## config.mk

```make
export PLATFORM = sky130hd
export DESIGN_NAME = whma_arbiter
export DESIGN_NICKNAME = d
export VERILOG_FILES = /design/src/rtl/whma_pkg.sv /design/src/rtl/whma_arbiter.sv
export SDC_FILE = /design/constraint.sdc
export NUM_CORES = 1
export LEC_CHECK = 0
export ABC_AREA = 1
export BUFFER_PORTS_ARGS = -buffer_cell sky130_fd_sc_hd__buf_2
export CORE_MARGIN = 10
export CORE_UTILIZATION = 44
export DETAILED_ROUTE_END_ITERATION = 6
export HOLD_SLACK_MARGIN = 0.03
export SKIP_CTS_REPAIR_TIMING = 1
export SLEW_MARGIN = 20
export SYNTH_ARGS = -nofsm -noshare
export SYNTH_HDL_FRONTEND = slang
export SYNTH_SLANG_ARGS = --single-unit
```

## constraint.sdc

```tcl
create_clock -name core_clk -period 16 [get_ports core_clk]
set_input_delay 1.6 -clock core_clk [delete_from_list [all_inputs] [get_ports core_clk]]
set_output_delay 1.6 -clock core_clk [all_outputs]
set_load 0.01 [all_outputs]
```

## src/rtl/whma_pkg.sv

```systemverilog
// Constants and types shared by the weighted hierarchical memory arbiter
package whma_pkg;

  // Requester count and bit positions in the request vector
  localparam int NREQ = 12;
  localparam int IDX_MMIO = 0;
  localparam int IDX_DCACHE = 1;
  localparam int IDX_ICACHE = 2;
  localparam int IDX_VO = 3;
  localparam int IDX_ICP = 4;
  localparam int IDX_VI = 5;
  localparam int IDX_PCI = 6;
  localparam int L6_BASE = 7;
  localparam int L6_N = 5;
  localparam int NLVL = 5;

  // Register byte addresses
  localparam logic [20:0] RAISE_OFS = 21'h100100;
  localparam logic [20:0] WCTL_OFS = 21'h100104;
  localparam logic [20:0] CFG_OFS = 21'h100110;
  localparam logic [20:0] RFSH_OFS = 21'h100114;
  localparam logic [20:0] STAT_OFS = 21'h100118;

  // Writable bit masks and values after reset
  localparam logic [31:0] WCTL_MASK = 32'h0003FFFF;
  localparam logic [31:0] RAISE_MASK = 32'h0000FFFF;
  localparam logic [31:0] CFG_MASK = 32'h0000FFF7;
  localparam logic [31:0] RFSH_MASK = 32'h0000FFFF;
  localparam logic [31:0] WCTL_RST = 32'h00000000;
  localparam logic [31:0] RAISE_RST = 32'h00000000;
  localparam logic [31:0] CFG_RST = 32'h0000FFF0;
  localparam logic [31:0] RFSH_RST = 32'h000004C4;

  // Weight control field positions
  localparam int W_CPU_LSB = 16;
  localparam int W_L2_LSB = 14;
  localparam int W_VO_LSB = 12;
  localparam int W_L3_LSB = 10;
  localparam int W_ICP_LSB = 8;
  localparam int W_L4_LSB = 6;
  localparam int W_VI_BIT = 5;
  localparam int W_L5_LSB = 3;
  localparam int W_PCI_LSB = 1;
  localparam int W_L6_BIT = 0;

  // Other field positions
  localparam int CFG_RATIO_LSB = 0;
  localparam int CFG_EN_LSB = 4;
  localparam int RAISE_FLD_W = 4;
  localparam int STAT_ST_LSB = 8;
  localparam int STAT_OWN_LSB = 12;
  // Requesters with a raise delay: video out, video in, PCI, decoder
  localparam logic [15:0] RAISE_MAP = 16'h7653;

  // Processor/SDRAM clock ratio per code 0..4: 1, 5/4, 4/3, 3/2, 2/1
  localparam logic [14:0] RATIO_NUM = {3'h2, 3'h3, 3'h4, 3'h5, 3'h1};
  localparam logic [14:0] RATIO_DEN = {3'h1, 3'h2, 3'h3, 3'h4, 3'h1};

  // Cycle counts in SDRAM clocks; raise unit in processor clocks, block size in bytes
  localparam logic [4:0] XFER_CYC = 5'h14;
  localparam logic [4:0] EXTRA_CYC = 5'h0A;
  localparam logic [4:0] RFSH_CYC = 5'h13;
  localparam logic [4:0] DECIDE_CYC = 5'h10;
  localparam logic [11:0] RAISE_UNIT = 12'h010;
  localparam logic [6:0] XFER_BYTES = 7'h40;

  typedef struct packed {
    logic boot_loader;
    logic disc_stream_unit;
    logic audio_output_unit;
    logic audio_input_unit;
    logic variable_length_decoder;
    logic pci_unit;
    logic video_input_unit;
    logic image_coprocessor;
    logic video_output_unit;
    logic icache;
    logic dcache;
    logic cpu_mmio;
  } whma_req_t;

  typedef struct packed {
    logic digital_audio_output_unit;
    logic audio_input_unit;
    logic audio_output_unit;
    logic video_input_unit;
    logic video_output_unit;
  } whma_fault_t;

  typedef enum logic [1:0] {ST_IDLE, ST_XFER, ST_RFSH} whma_state_t;

endpackage

```

## src/rtl/whma_arbiter.sv

```systemverilog
// Six-level weighted round-robin arbiter for the shared SDRAM bus
// Functional notes
// - each grant moves one fixed 64-byte block, the bandwidth unit
// - each granted transaction occupies the bus for 20 cycles, 30 when reordered
// - first processor transaction needing new bank order adds 10 cycles
// - refresh inserted between transactions at programmed interval, 19 cycles
// - video out/in, PCI, decoder raise priority after delay times 16 cpu cycles
// - clock ratios 5/4, 4/3, 3/2, 2/1, 1 convert raise delay to SDRAM cycles
// - each level shares grants between unit and lower branch by weight
// - requests ahead of a unit bounded by the level weight ratios
// - a disabled requester takes no grants; its slots go to others
// - real-time units set a sticky exception flag on over or underflow
// - an arbitration decision is made 4 SDRAM cycles before each transaction ends
// - work conserving: unused slots pass to other requesting units
// - default weights give processor half, video output a quarter
// - six fixed levels: cpu, video out, coproc, video in, PCI, bottom
// - processor register, data and instruction requests by fixed priority
// - weights come from one register of two-bit and one-bit fields
// - the weight register clears to zero on reset, all weights one
`timescale 1ns/1ps
module whma_arbiter (
  input wire logic core_clk, // SDRAM clock
  input wire logic srst, // synchronous reset, active high
  input wire logic ce, // clock enable, freezes all state when low
  input wire logic [20:0] avs_address, // byte address
  input wire logic avs_read, // read request
  input wire logic avs_write, // write request
  input wire logic [31:0] avs_writedata, // write data
  input wire logic [3:0] avs_byteenable, // write byte lanes
  output logic [31:0] avs_readdata, // read data
  output logic avs_waitrequest, // stall
  input wire whma_pkg::whma_req_t req, // held until acked
  input wire logic cpu_reorder, // processor needs other bank order
  input wire whma_pkg::whma_fault_t rt_fault, // buffer over/underflow
  output whma_pkg::whma_req_t ack, // one-cycle grant pulse
  output logic mem_start, // transaction starts on the bus
  output logic [3:0] mem_owner, // index of last granted requester
  output logic [6:0] mem_bytes, // bytes per transaction
  output logic refresh_active // refresh occupies the bus
);
  import whma_pkg::*;

  logic [31:0] wctl_q, raise_q, cfg_q, rfsh_q, rdata_q;
  logic [4:0] exc_q;
  logic resp_q;
  whma_state_t st_q, st_d;
  logic [4:0] cnt_q, cnt_d, len_q, len_d, plen_q, plen_d, new_len;
  logic pend_q, pend_d, due_q, last_cpu_q, start_q;
  logic [15:0] rcnt_q;
  logic [11:0] ack_q, req_v, req_eff, raised_v, cand, grant_v;
  logic [3:0] own_q, raised4;
  logic [6:0] bytes_q;
  logic [2:0] p6_q, l6_win;
  logic [1:0] c6_q;
  logic l6_any;
  logic [2:0] wu [NLVL];
  logic [2:0] wl [NLVL];
  logic [4:0] ureq, lreq, pick;
  logic [5:0] reach;

  function automatic logic [31:0] be_merge(input logic [31:0] o,
    input logic [31:0] w, input logic [3:0] be);
    for (int b = 0; b < 4; b++)
      be_merge[8*b +: 8] = be[b] ? w[8*b +: 8] : o[8*b +: 8];
  endfunction

  // Weight codes 1,2,3 and odd 1,3,5(,7); unused code 11 clamps to the top
  function automatic logic [2:0] w_step(input logic [1:0] c);
    w_step = (c == 2'h3) ? 3'h3 : {1'b0, c} + 3'h1;
  endfunction
  function automatic logic [2:0] w_odd(input logic [1:0] c, input logic cap);
    w_odd = (cap && c == 2'h3) ? 3'h5 : {c, 1'b1};
  endfunction
  function automatic logic [3:0] enc(input logic [11:0] v);
    enc = 4'h0;
    for (int i = 0; i < NREQ; i++)
      if (v[i])
        enc = 4'(i);
  endfunction

  // Bus slave decode: every access answers after one wait cycle
  wire access = avs_read | avs_write;
  wire wr_fire = avs_write & resp_q;
  wire sel_wctl = avs_address == WCTL_OFS;
  wire sel_raise = avs_address == RAISE_OFS;
  wire sel_cfg = avs_address == CFG_OFS;
  wire sel_rfsh = avs_address == RFSH_OFS;
  wire sel_stat = avs_address == STAT_OFS;
  wire [31:0] stat_v = {16'h0000, own_q, 2'h0, 2'(st_q), 3'h0, exc_q};
  wire [31:0] rd_mux = sel_wctl ? wctl_q : sel_raise ? raise_q :
    sel_cfg ? cfg_q : sel_rfsh ? rfsh_q : sel_stat ? stat_v : 32'h00000000;
  wire [4:0] w1c = (wr_fire && sel_stat && avs_byteenable[0]) ?
    avs_writedata[4:0] : 5'h00;
  wire [4:0] exc_d = (exc_q & ~w1c) | rt_fault;
  assign avs_waitrequest = access & ~resp_q;
  assign avs_readdata = rdata_q;

  // Register file; a fault in the clearing cycle still sets its flag
  always_ff @(posedge core_clk)
    if (srst)
    begin
      wctl_q <= WCTL_RST;
      raise_q <= RAISE_RST;
      cfg_q <= CFG_RST;
      rfsh_q <= RFSH_RST;
      exc_q <= 5'h00;
      resp_q <= 1'b0;
      rdata_q <= 32'h00000000;
    end
    else if (ce)
    begin
      resp_q <= access & ~resp_q;
      if (access && !resp_q)
        rdata_q <= rd_mux;
      if (wr_fire && sel_wctl)
        wctl_q <= be_merge(wctl_q, avs_writedata, avs_byteenable) & WCTL_MASK;
      if (wr_fire && sel_raise)
        raise_q <= be_merge(raise_q, avs_writedata, avs_byteenable) &
          RAISE_MASK;
      if (wr_fire && sel_cfg)
        cfg_q <= be_merge(cfg_q, avs_writedata, avs_byteenable) & CFG_MASK;
      if (wr_fire && sel_rfsh)
        rfsh_q <= be_merge(rfsh_q, avs_writedata, avs_byteenable) & RFSH_MASK;
      exc_q <= exc_d;
    end

  // Weight decode; all-zero register gives every branch weight one
  assign wu[0] = w_step(wctl_q[W_CPU_LSB +: 2]);
  assign wl[0] = w_step(wctl_q[W_L2_LSB +: 2]);
  assign wu[1] = w_odd(wctl_q[W_VO_LSB +: 2], 1'b1);
  assign wl[1] = w_odd(wctl_q[W_L3_LSB +: 2], 1'b0);
  assign wu[2] = w_odd(wctl_q[W_ICP_LSB +: 2], 1'b0);
  assign wl[2] = w_odd(wctl_q[W_L4_LSB +: 2], 1'b1);
  assign wu[3] = {2'h0, wctl_q[W_VI_BIT]} + 3'h1;
  assign wl[3] = w_odd(wctl_q[W_L5_LSB +: 2], 1'b1);
  assign wu[4] = w_odd(wctl_q[W_PCI_LSB +: 2], 1'b1);
  assign wl[4] = {2'h0, wctl_q[W_L6_BIT]} + 3'h1;

  // Disabled units drop out; ratio code above 4 falls back to 1
  wire [2:0] r_code = cfg_q[CFG_RATIO_LSB +: 3];
  wire [2:0] r_sel = (r_code > 3'h4) ? 3'h0 : r_code;
  wire [2:0] r_num = RATIO_NUM[3*r_sel +: 3];
  wire [2:0] r_den = RATIO_DEN[3*r_sel +: 3];
  assign req_v = req;
  assign req_eff = req_v & cfg_q[CFG_EN_LSB +: NREQ];

  // Raise timers count processor cycles in units of 1/den per SDRAM clock
  for (genvar r = 0; r < 4; r++)
  begin : g_raise
    localparam int RI = int'(RAISE_MAP[4*r +: 4]);
    logic [11:0] acc_q;
    wire [3:0] rval = raise_q[RAISE_FLD_W*r +: RAISE_FLD_W];
    wire [11:0] thr = 12'(rval) * RAISE_UNIT * 12'(r_den);
    assign raised4[r] = (rval != 4'h0) && (acc_q >= thr);
    always_ff @(posedge core_clk)
      if (srst)
        acc_q <= 12'h000;
      else if (ce)
      begin
        if (!req_eff[RI] || ack_q[RI])
          acc_q <= 12'h000;
        else if (!raised4[r])
          acc_q <= acc_q + 12'(r_num);
      end
  end
  assign raised_v = (12'(raised4[0]) << RAISE_MAP[3:0]) |
    (12'(raised4[1]) << RAISE_MAP[7:4]) |
    (12'(raised4[2]) << RAISE_MAP[11:8]) |
    (12'(raised4[3]) << RAISE_MAP[15:12]);
  // Raised requests win as a group, still ordered by the hierarchy
  assign cand = (|(req_eff & raised_v)) ? (req_eff & raised_v) : req_eff;

  // Decision points: idle, or mid-transaction so the next grant overlaps
  wire last_cyc = cnt_q == len_q - 5'h01;
  wire dec_pt = !due_q && ((st_q == ST_IDLE) || (st_q == ST_XFER &&
    cnt_q == len_q - (XFER_CYC - DECIDE_CYC) && !pend_q));
  wire dec_fire = dec_pt && (|cand);
  wire cpu_win = |grant_v[IDX_ICACHE:IDX_MMIO];
  wire l6_hit = reach[NLVL] && l6_any;

  // Levels 1-5: unit against everything below, weighted credits
  assign reach[0] = 1'b1;
  for (genvar k = 0; k < NLVL; k++)
  begin : g_lvl
    logic [2:0] uc_q, lc_q;
    logic rel, uok;
    if (k == 0)
    begin : g_top
      assign ureq[k] = |cand[IDX_ICACHE:IDX_MMIO];
    end
    else
    begin : g_mid
      assign ureq[k] = cand[k+2];
    end
    assign lreq[k] = |cand[NREQ-1:k+3];
    assign rel = (uc_q >= wu[k]) && (lc_q >= wl[k]);
    assign uok = rel || (uc_q < wu[k]);
    assign pick[k] = ureq[k] && (!lreq[k] || uok);
    assign reach[k+1] = reach[k] && !pick[k];
    always_ff @(posedge core_clk)
      if (srst)
      begin
        uc_q <= 3'h0;
        lc_q <= 3'h0;
      end
      else if (ce && dec_fire && reach[k])
      begin
        if (rel)
        begin
          uc_q <= {2'h0, pick[k]};
          lc_q <= {2'h0, !pick[k]};
        end
        else if (pick[k] && uc_q != 3'h7)
          uc_q <= uc_q + 3'h1;
        else if (!pick[k] && lc_q != 3'h7)
          lc_q <= lc_q + 3'h1;
      end
  end

  // Bottom level: rotating pointer, decoder slot 0 holds two turns
  always_comb
  begin
    int i6;
    i6 = 0;
    l6_any = 1'b0;
    l6_win = 3'h0;
    for (int j = 0; j < L6_N; j++)
    begin
      i6 = int'(p6_q) + j;
      if (i6 >= L6_N)
        i6 = i6 - L6_N;
      if (!l6_any && cand[L6_BASE + i6])
      begin
        l6_any = 1'b1;
        l6_win = 3'(i6);
      end
    end
  end
  wire [1:0] c6_new = (l6_win == p6_q) ? c6_q + 2'h1 : 2'h1;
  wire [1:0] w6 = (l6_win == 3'h0) ? 2'h2 : 2'h1;
  wire [2:0] p6_next = (l6_win == 3'(L6_N - 1)) ? 3'h0 : l6_win + 3'h1;

  // Single winner; processor sources by fixed priority
  always_comb
  begin
    grant_v = 12'h000;
    if (pick[0])
    begin
      if (cand[IDX_MMIO])
        grant_v[IDX_MMIO] = 1'b1;
      else if (cand[IDX_DCACHE])
        grant_v[IDX_DCACHE] = 1'b1;
      else
        grant_v[IDX_ICACHE] = 1'b1;
    end
    for (int k = 1; k < NLVL; k++)
      if (reach[k] && pick[k])
        grant_v[k+2] = 1'b1;
    if (l6_hit)
      grant_v[L6_BASE + int'(l6_win)] = 1'b1;
  end

  // First processor transaction after another owner may need reordering
  assign new_len = (cpu_win && cpu_reorder && !last_cpu_q) ?
    XFER_CYC + EXTRA_CYC : XFER_CYC;

  // Bus sequencer: transactions back to back, refresh only between them
  always_comb
  begin
    st_d = st_q;
    cnt_d = cnt_q + 5'h01;
    len_d = len_q;
    pend_d = pend_q;
    plen_d = plen_q;
    case (st_q)
      ST_IDLE:
      begin
        cnt_d = 5'h00;
        if (due_q)
          st_d = ST_RFSH;
        else if (dec_fire)
        begin
          st_d = ST_XFER;
          len_d = new_len;
        end
      end
      ST_XFER:
      begin
        if (dec_fire)
        begin
          pend_d = 1'b1;
          plen_d = new_len;
        end
        if (last_cyc)
        begin
          cnt_d = 5'h00;
          pend_d = 1'b0;
          len_d = plen_q;
          st_d = pend_q ? ST_XFER : due_q ? ST_RFSH : ST_IDLE;
        end
      end
      ST_RFSH:
        if (cnt_q == RFSH_CYC - 5'h01)
          st_d = ST_IDLE;
      default:
        st_d = ST_IDLE;
    endcase
  end
  wire start_d = (st_q == ST_IDLE && dec_fire) ||
    (st_q == ST_XFER && last_cyc && pend_q);
  wire rf_hit = ({1'b0, rcnt_q} + 17'h00001) >= {1'b0, rfsh_q[15:0]};
  wire enter_rf = st_d == ST_RFSH && st_q != ST_RFSH;

  always_ff @(posedge core_clk)
    if (srst)
    begin
      st_q <= ST_IDLE;
      cnt_q <= 5'h00;
      len_q <= XFER_CYC;
      pend_q <= 1'b0;
      plen_q <= XFER_CYC;
      due_q <= 1'b0;
      rcnt_q <= 16'h0000;
      start_q <= 1'b0;
    end
    else if (ce)
    begin
      st_q <= st_d;
      cnt_q <= cnt_d;
      len_q <= len_d;
      pend_q <= pend_d;
      plen_q <= plen_d;
      rcnt_q <= rf_hit ? 16'h0000 : rcnt_q + 16'h0001;
      due_q <= rf_hit | (due_q & ~enter_rf);
      start_q <= start_d;
    end

  // Grant bookkeeping and the bottom-level pointer
  always_ff @(posedge core_clk)
    if (srst)
    begin
      ack_q <= 12'h000;
      own_q <= 4'h0;
      bytes_q <= 7'h00;
      last_cpu_q <= 1'b0;
      p6_q <= 3'h0;
      c6_q <= 2'h0;
    end
    else if (ce)
    begin
      ack_q <= dec_fire ? grant_v : 12'h000;
      if (dec_fire)
      begin
        own_q <= enc(grant_v);
        bytes_q <= XFER_BYTES;
        last_cpu_q <= cpu_win;
      end
      if (dec_fire && l6_hit)
      begin
        p6_q <= (c6_new >= w6) ? p6_next : l6_win;
        c6_q <= (c6_new >= w6) ? 2'h0 : c6_new;
      end
    end

  assign ack = whma_req_t'(ce ? ack_q : 12'h000);
  assign mem_start = start_q & ce;
  assign mem_owner = own_q;
  assign mem_bytes = bytes_q;
  assign refresh_active = st_q == ST_RFSH;

  // Checks; the start gap stays zero until the first start after reset,
  // so the opening transaction is not judged against a slot it never had
  logic [4:0] gap_q;
  always_ff @(posedge core_clk)
    if (srst)
      gap_q <= 5'h00;
    else if (ce)
      gap_q <= mem_start ? 5'h01 : (gap_q == 5'h00 || gap_q == 5'h1F) ?
        gap_q : gap_q + 5'h01;
endmodule

```

Word-level counts from Yosys, hierarchy flattened
Index checks and enable logic that the tools add are counted.
W data, S select, Z words.
{ "totals": {"wordCells": 459, "out_inout_bits": 58, "input_bits": 80, "ff_bits": 240} }
{ "op_classes": {"reduce_logical": 155, "bitwise_logic": 17, "muxes": 124, "n_eq_ne": 42, "add_sub_neg": 40, "shift": 2, "n_mul": 5, "magnitude_cmp": 34} }
{ "op_table": {"columns": ["op", "n"], "rows": [
  ["$add A4 B32 Y32 const A", 5],
  ["$lt A32 B6 Y1 const B", 5],
  ["$mux W32", 5],
  ["$mux W12", 12],
  ["$mux W3", 40],
  ["$eq A21 B21 Y1 const B", 5],
  ["$mux W16", 5],
  ["$logic_and A1 B1 Y1", 61],
  ["$add A12 B3 Y12", 4],
  ["$ge A12 B11 Y1", 4],
  ["$reduce_and A3 Y1", 16],
  ["$mux W4", 11],
  ["$add A3 B1 Y3 const B", 11],
  ["$ne A3 B3 Y1 const B", 10],
  ["$shiftx A15 B6 Y3 const A", 2],
  ["$mul A4 B3 Y7", 4],
  ["$mux W1", 26],
  ["$mux W5", 5],
  ["$ge A3 B3 Y1", 8],
  ["$reduce_and A2 Y1", 12],
  ["$reduce_bool A2 Y1", 12],
  ["$reduce_or A12 Y1", 2],
  ["$logic_not A1 Y1", 22],
  ["$bmux W1 S4", 5],
  ["other kinds (61)", 127]
]} }

Longest topological paths before layout
{ "logic_depth": {"depth_word": 47, "ltp_mapped": 50, "ltp_nobuf": 48} }

Least setup slack after synthesis
OpenSTA, ideal clock, no wires.
{ "synth_timing": {"path_kind": "register -> register", "from": "reg cfg_q[1]", "to": "reg p6_q[0]", "path_slack_ps": 9209, "path_buffers": 3, "arrival_ps": 6720, "required_time_ps": 15929, "synth_period_minus_slack_ps": 6791, "setup_ps": 71, "stages_incl_launch_ff": 48, "cell_sequence": "dfxtp_1 > inv_1 > nor2_1 > inv_1 > clkbuf_1 > ha_1 > or2_2 > nand2_1 > clkbuf_1 > nor2_1 > fa_1 > ha_1 > inv_1 > fa_1 > o21ai_0 > a21oi_1 > ha_1 > nand2_1 > [... 12 more ...] > nand3_2 > nand2_4 > nand2_2 > nor2_4 > nand4_1 > nand3_4 > inv_1 > ha_1 > ha_1 > inv_1 > ha_1 > nor2_1 > inv_1 > a21oi_1 > inv_1 > a21oi_1 > nand3_1 > a21oi_1"} }
{ "synth_between": {"elab_chain_len": 33, "elab_cells_between_ends": 99, "classes_between": "add/sub: 1; mul: 5; order compare: 6; eq/ne: 2; shift: 1; mux: 31; bitwise: 4; reduce/logical: 49"} }
{ "synth_rtl": {"columns": ["item", "line", "text"], "rows": [
  ["start: declaration", "whma_arbiter.sv:43", "logic [31:0] wctl_q, raise_q, cfg_q, rfsh_q, rdata_q;"],
  ["start signal: assignment", "whma_arbiter.sv:121", "cfg_q <= be_merge(cfg_q, avs_writedata, avs_byteenable) & CFG_MASK;"],
  ["$gt A3 B3 Y1", "whma_arbiter.sv:141", "wire [2:0] r_sel = (r_code > 3'h4) ? 3'h0 : r_code;"],
  ["$mux W3 *", "whma_arbiter.sv:141", null],
  ["$mul A2 B3 Y5 *", "whma_arbiter.sv:143", "wire [2:0] r_den = RATIO_DEN[3*r_sel +: 3];"],
  ["$shiftx A15 B6 Y3 *", "whma_arbiter.sv:143", null],
  ["$mul A4 B3 Y7", "whma_arbiter.sv:153", "wire [11:0] thr = 12'(rval) * RAISE_UNIT * 12'(r_den);"],
  ["$ge A12 B11 Y1", "whma_arbiter.sv:154", "assign raised4[r] = (rval != 4'h0) && (acc_q >= thr);"],
  ["$logic_and A1 B1 Y1", "whma_arbiter.sv:154", null],
  ["$or A4 B6 Y6", "whma_arbiter.sv:166", "assign raised_v = (12'(raised4[0]) << RAISE_MAP[3:0]) |"],
  ["[... 17 more ...]", null, null],
  ["$mux W1", "whma_arbiter.sv:232", "if (!l6_any && cand[L6_BASE + i6])"],
  ["$logic_not A1 Y1", "whma_arbiter.sv:232", null],
  ["$logic_and A1 B1 Y1", "whma_arbiter.sv:232", null],
  ["$mux W3", "whma_arbiter.sv:232", null],
  ["$eq A3 B3 Y1 or $logic_not A3 Y1 (tied branches)", "whma_arbiter.sv:239, whma_arbiter.sv:240", null],
  ["$mux W2 (on tied branches)", "whma_arbiter.sv:239, whma_arbiter.sv:240", null],
  ["$ge A2 B2 Y1", "whma_arbiter.sv:360", "p6_q <= (c6_new >= w6) ? p6_next : l6_win;"],
  ["$mux W3", "whma_arbiter.sv:360", null],
  ["end signal: assignment", "whma_arbiter.sv:360", null],
  ["end: declaration", "whma_arbiter.sv:53", "logic [2:0] p6_q, l6_win;"]
]} }
Every way passes the cells marked *; elsewhere a longest branch is shown, timed or not. The select of a mux whose other input is x is not followed.
A chain may end at the register's enable or synchronous reset.

Final worst setup path
Ends and elaborated chain as after synthesis.

==> impl_results.md <==
* Outcome: complete, no violations
* Die area at 0.04340 mm2
* Max cap viols at 0
* Total negative slack at 0 ns
* Pwr dens at 80.20 mW/mm2
* RSZ-0062 raised after global routing: no
* Net Switching at 383.6 uW
* CTS Buf Count at 28
* Core area at 0.03480 mm2
* Tightest Hold Check Type: reg2reg
* Worst slack, placed at 7.635 ns
* Gr ovfl total at 0
* Syn Area/Cell at 7.007 um2
* R2r endpoint: p6_q[0]$_SDFFE_PP0P_
* P_int at 1.013 mW
* Slew Viols, Final at 0
* Final worst path period share at 0.5280
* Global Route Usage Sum at 0.2074
* Cell Area, Synth at 0.01560 mm2
* Max_slew headroom at 0.4704
* FMAX at 0.1184 GHz
* Hold_sp: avs_readdata[0]$_SDFFE_PP0P_
* Layout area overhead at 11.60%
* Average wire per standard cell at 16.79 um
* Pin count of the biggest net entering global routing at 71
* Seq pwr share at 0.401
* Iter 0 DRT Violations at 1066
* Clock latency on the worst-skew pair at 0.58 ns
* First-pass GRT wire length at 74680 um
* Worst slew pin tran at 0.7943 ns
* Layout cells sized above 1 at 0.1099
* Fin. Hold Viols at 0
* Hold Path End: avs_readdata[0]$_SDFFE_PP0P_
* Yosys top cell by area: dfxtp_1
* R2R setup slack at 7.55 ns
* Initial antenna violation count at 0
* Initial core utilization at 0.4484
* Hold path depth at 2
* Slowest stage delay, CP at 0.51 ns
* R2R cell count at 46
* WP data required at 16.50 ns
* Placer Congestion at 0.8999
* Crit path DAT at 8.94 ns
* Reg clk slew, reported paths at 0.06 ns
* DRC Markers at 0
* Die Wd at 208.3 um
* Final WL at 46790 um
* Number of global-route vias before repair at 14220
* Via-per-instance ratio at 5.337
* Synth Register Bits at 218
* Number of synthesis warnings at 0
* Reg-to-reg startpoint: cfg_q[1]$_SDFFE_PP0P_
* Max Clock Skew at 0.008582 ns
* Fin util at 0.5005
* Combinational share of power at 0.114
* Sequential element share of the synthesized area at 0.2797
* CTS H-tree depth at 1
* Io pins at 138
* Detailed Routing Iterations Pass 1 at 5
* Async set-reset flop share out of synthesis at 0
* CP startpoint kind: register
* Slowest CP cell: fa_1
* Clock Path Buffers at 3
* Crit path buffers/inverters at 9
* Share of the synthesized area in the top cell type at 0.2797
* Row Count at 68
* Clock network power share at 0.484
* Switching power share of the total at 0.2746
* CTS tree: built
* Dominant synthesized flop cell: dfxtp_1
* Synth top area cells: dfxtp_1 (28%), ha_1 (12%), nand2_1 (9.2%)
* Final hold slack at 0.4619 ns
* Root Buffer: clkbuf_16
* Worst Setup End Kind: register
* Commonest cells post-synth: nand2_1 (383), inv_1 (334), a21oi_1 (218), dfxtp_1 (218), nor2_1 (204)
* Crit Path Category: reg2reg
* Most repeated library cell on the critical path: inv_1
* Port bufs at 102
* Final setup vio count at 0
* Gate Count Post-Synth at 2227
* Most instantiated library cell after synthesis: nand2_1
* Setup WS post-layout at 7.551 ns
* Min cycle time layout at 8.449 ns
* Die H at 208.3 um
* Total number of vias at 14870
* Final HPWL from detailed placement at 35770 um
* Cell variety after synth at 65
* Delay-heaviest family, CP: simple AND/OR/NAND/NOR gates
* Worst VDD drop at 0.08962 mV
* Clock sink count at 218
* Post-synth EDFFs at 0
* ANT nets after route at 0
* Final #Nets at 2559
* P_leak at 7.953 nW
* CP max FO at 14
==> final cells by class <==
class                      count  area [um2]
timing repair buffer         109       565.5
multi-input combinational   1598        9582
antenna                        1       2.502
clock inverter                17       225.2
inverter                     353        1330
sequential                   218        4364
fill                        3517       17380
tap                          455       569.3
clock buffer                  35       777.0
==> tightest hold or removal path: stages, from the launching register on <==
cell,delay [ns]
dfxtp_1,0.31
nand2_1,0.06
a21oi_1,0.05
==> cells by family after synthesis <==
logic type / Yosys count / synth area share
AOI/OAI and AO/OA: 465 / 0.1709
xor gates and xnor gates: 48 / 0.02959
adders and majority gates: 171 / 0.1448
buffers and inverters: 430 / 0.1113
DFF: 218 / 0.2797
muxes: 1 / 0.0006415
other: 1 / 0.0002403
and+or+nand+nor: 893 / 0.2629
==> worst max-delay path by stage <==
stage,start,end,depth (start not counted)
after global routing,cfg_q[1]$_SDFFE_PP0P_,p6_q[2]$_SDFFE_PP0P_,46
after floorplan,cfg_q[1]$_SDFFE_PP0P_,p6_q[0]$_SDFFE_PP0P_,47
after global placement,cfg_q[1]$_SDFFE_PP0P_,p6_q[0]$_SDFFE_PP0P_,46
after detailed placement,cfg_q[1]$_SDFFE_PP0P_,p6_q[0]$_SDFFE_PP0P_,46
final,cfg_q[1]$_SDFFE_PP0P_,p6_q[0]$_SDFFE_PP0P_,46
after CTS,cfg_q[1]$_SDFFE_PP0P_,p6_q[0]$_SDFFE_PP0P_,46
==> routing by layer <==
layer,share of wire,track usage
met1,0.45,0.2701
met5,0,0
met2,0.45,0.3380
met4,0.038,0.07646
met3,0.062,0.03265
==> placed cells by master, fill, tap and decap left out, types with 5 or more instances in the layout <==
cell / count
nand3_2: 10
inv_1: 334
o31ai_1: 7
or2_2: 7
nor2_4: 7
nor3b_1: 13
and3_1: 8
a211oi_1: 20
o21ai_1: 10
o22ai_1: 15
nor2_1: 204
conb_1: 20
buf_2: 101
nand2_2: 16
nand3b_1: 5
nor3_1: 34
nand2_1: 383
buf_4: 8
nand3_1: 135
xnor2_1: 18
o221ai_1: 14
nand4_1: 34
nand2_4: 6
xor2_1: 26
a31oi_1: 13
o21bai_1: 6
o211ai_1: 25
dfxtp_1: 218
clkinv_2: 8
ha_1: 155
a21o_1: 5
clkbuf_8: 5
inv_2: 16
nor2_2: 6
a21oi_1: 218
o21ai_0: 111
fa_1: 16
clkbuf_16: 28
==> registers in the layout (all words and copies together), names as in the netlist, 2 cells and up <==
name           count
g_raise.acc_q     48
avs_readdata      18
wctl_q            18
raise_q           16
rcnt_q            16
rfsh_q            16
cfg_q             15
g_lvl.lc_q        15
g_lvl.uc_q        15
ack_q             12
cnt_q              5
exc_q              5
mem_owner          4
p6_q               3
c6_q               2
st_q               2
==> power groups by stage <==
stage | clock, mW | sequential (mW) | combinational, mW
6_report | 0.676 | 0.561 | 0.160
5_1_grt | 0.710 | 0.562 | 0.179
4_1_cts | 0.689 | 0.560 | 0.159
3_5_place_dp | 0 | 0.572 | 0.158
3_3_place_gp | 0 | 0.572 | 0.156
2_1_floorplan | 0 | 0.571 | 0.113
==> through the flow <==
| step | area (um2) | instances | power [mW] |
|---|---|---|---|
| floorplan | 15680 | 2246 | 0.6840 |
| global placement | 16410 | 2733 | 0.7277 |
| detailed placement | 16410 | 2733 | 0.7299 |
| CTS | 17410 | 2785 | 1.409 |
| global route | 17410 | 2785 | 1.451 |
| finish | 17420 | 2786 | 1.397 |
No activity file was read; power rests on OpenSTA's default activity.
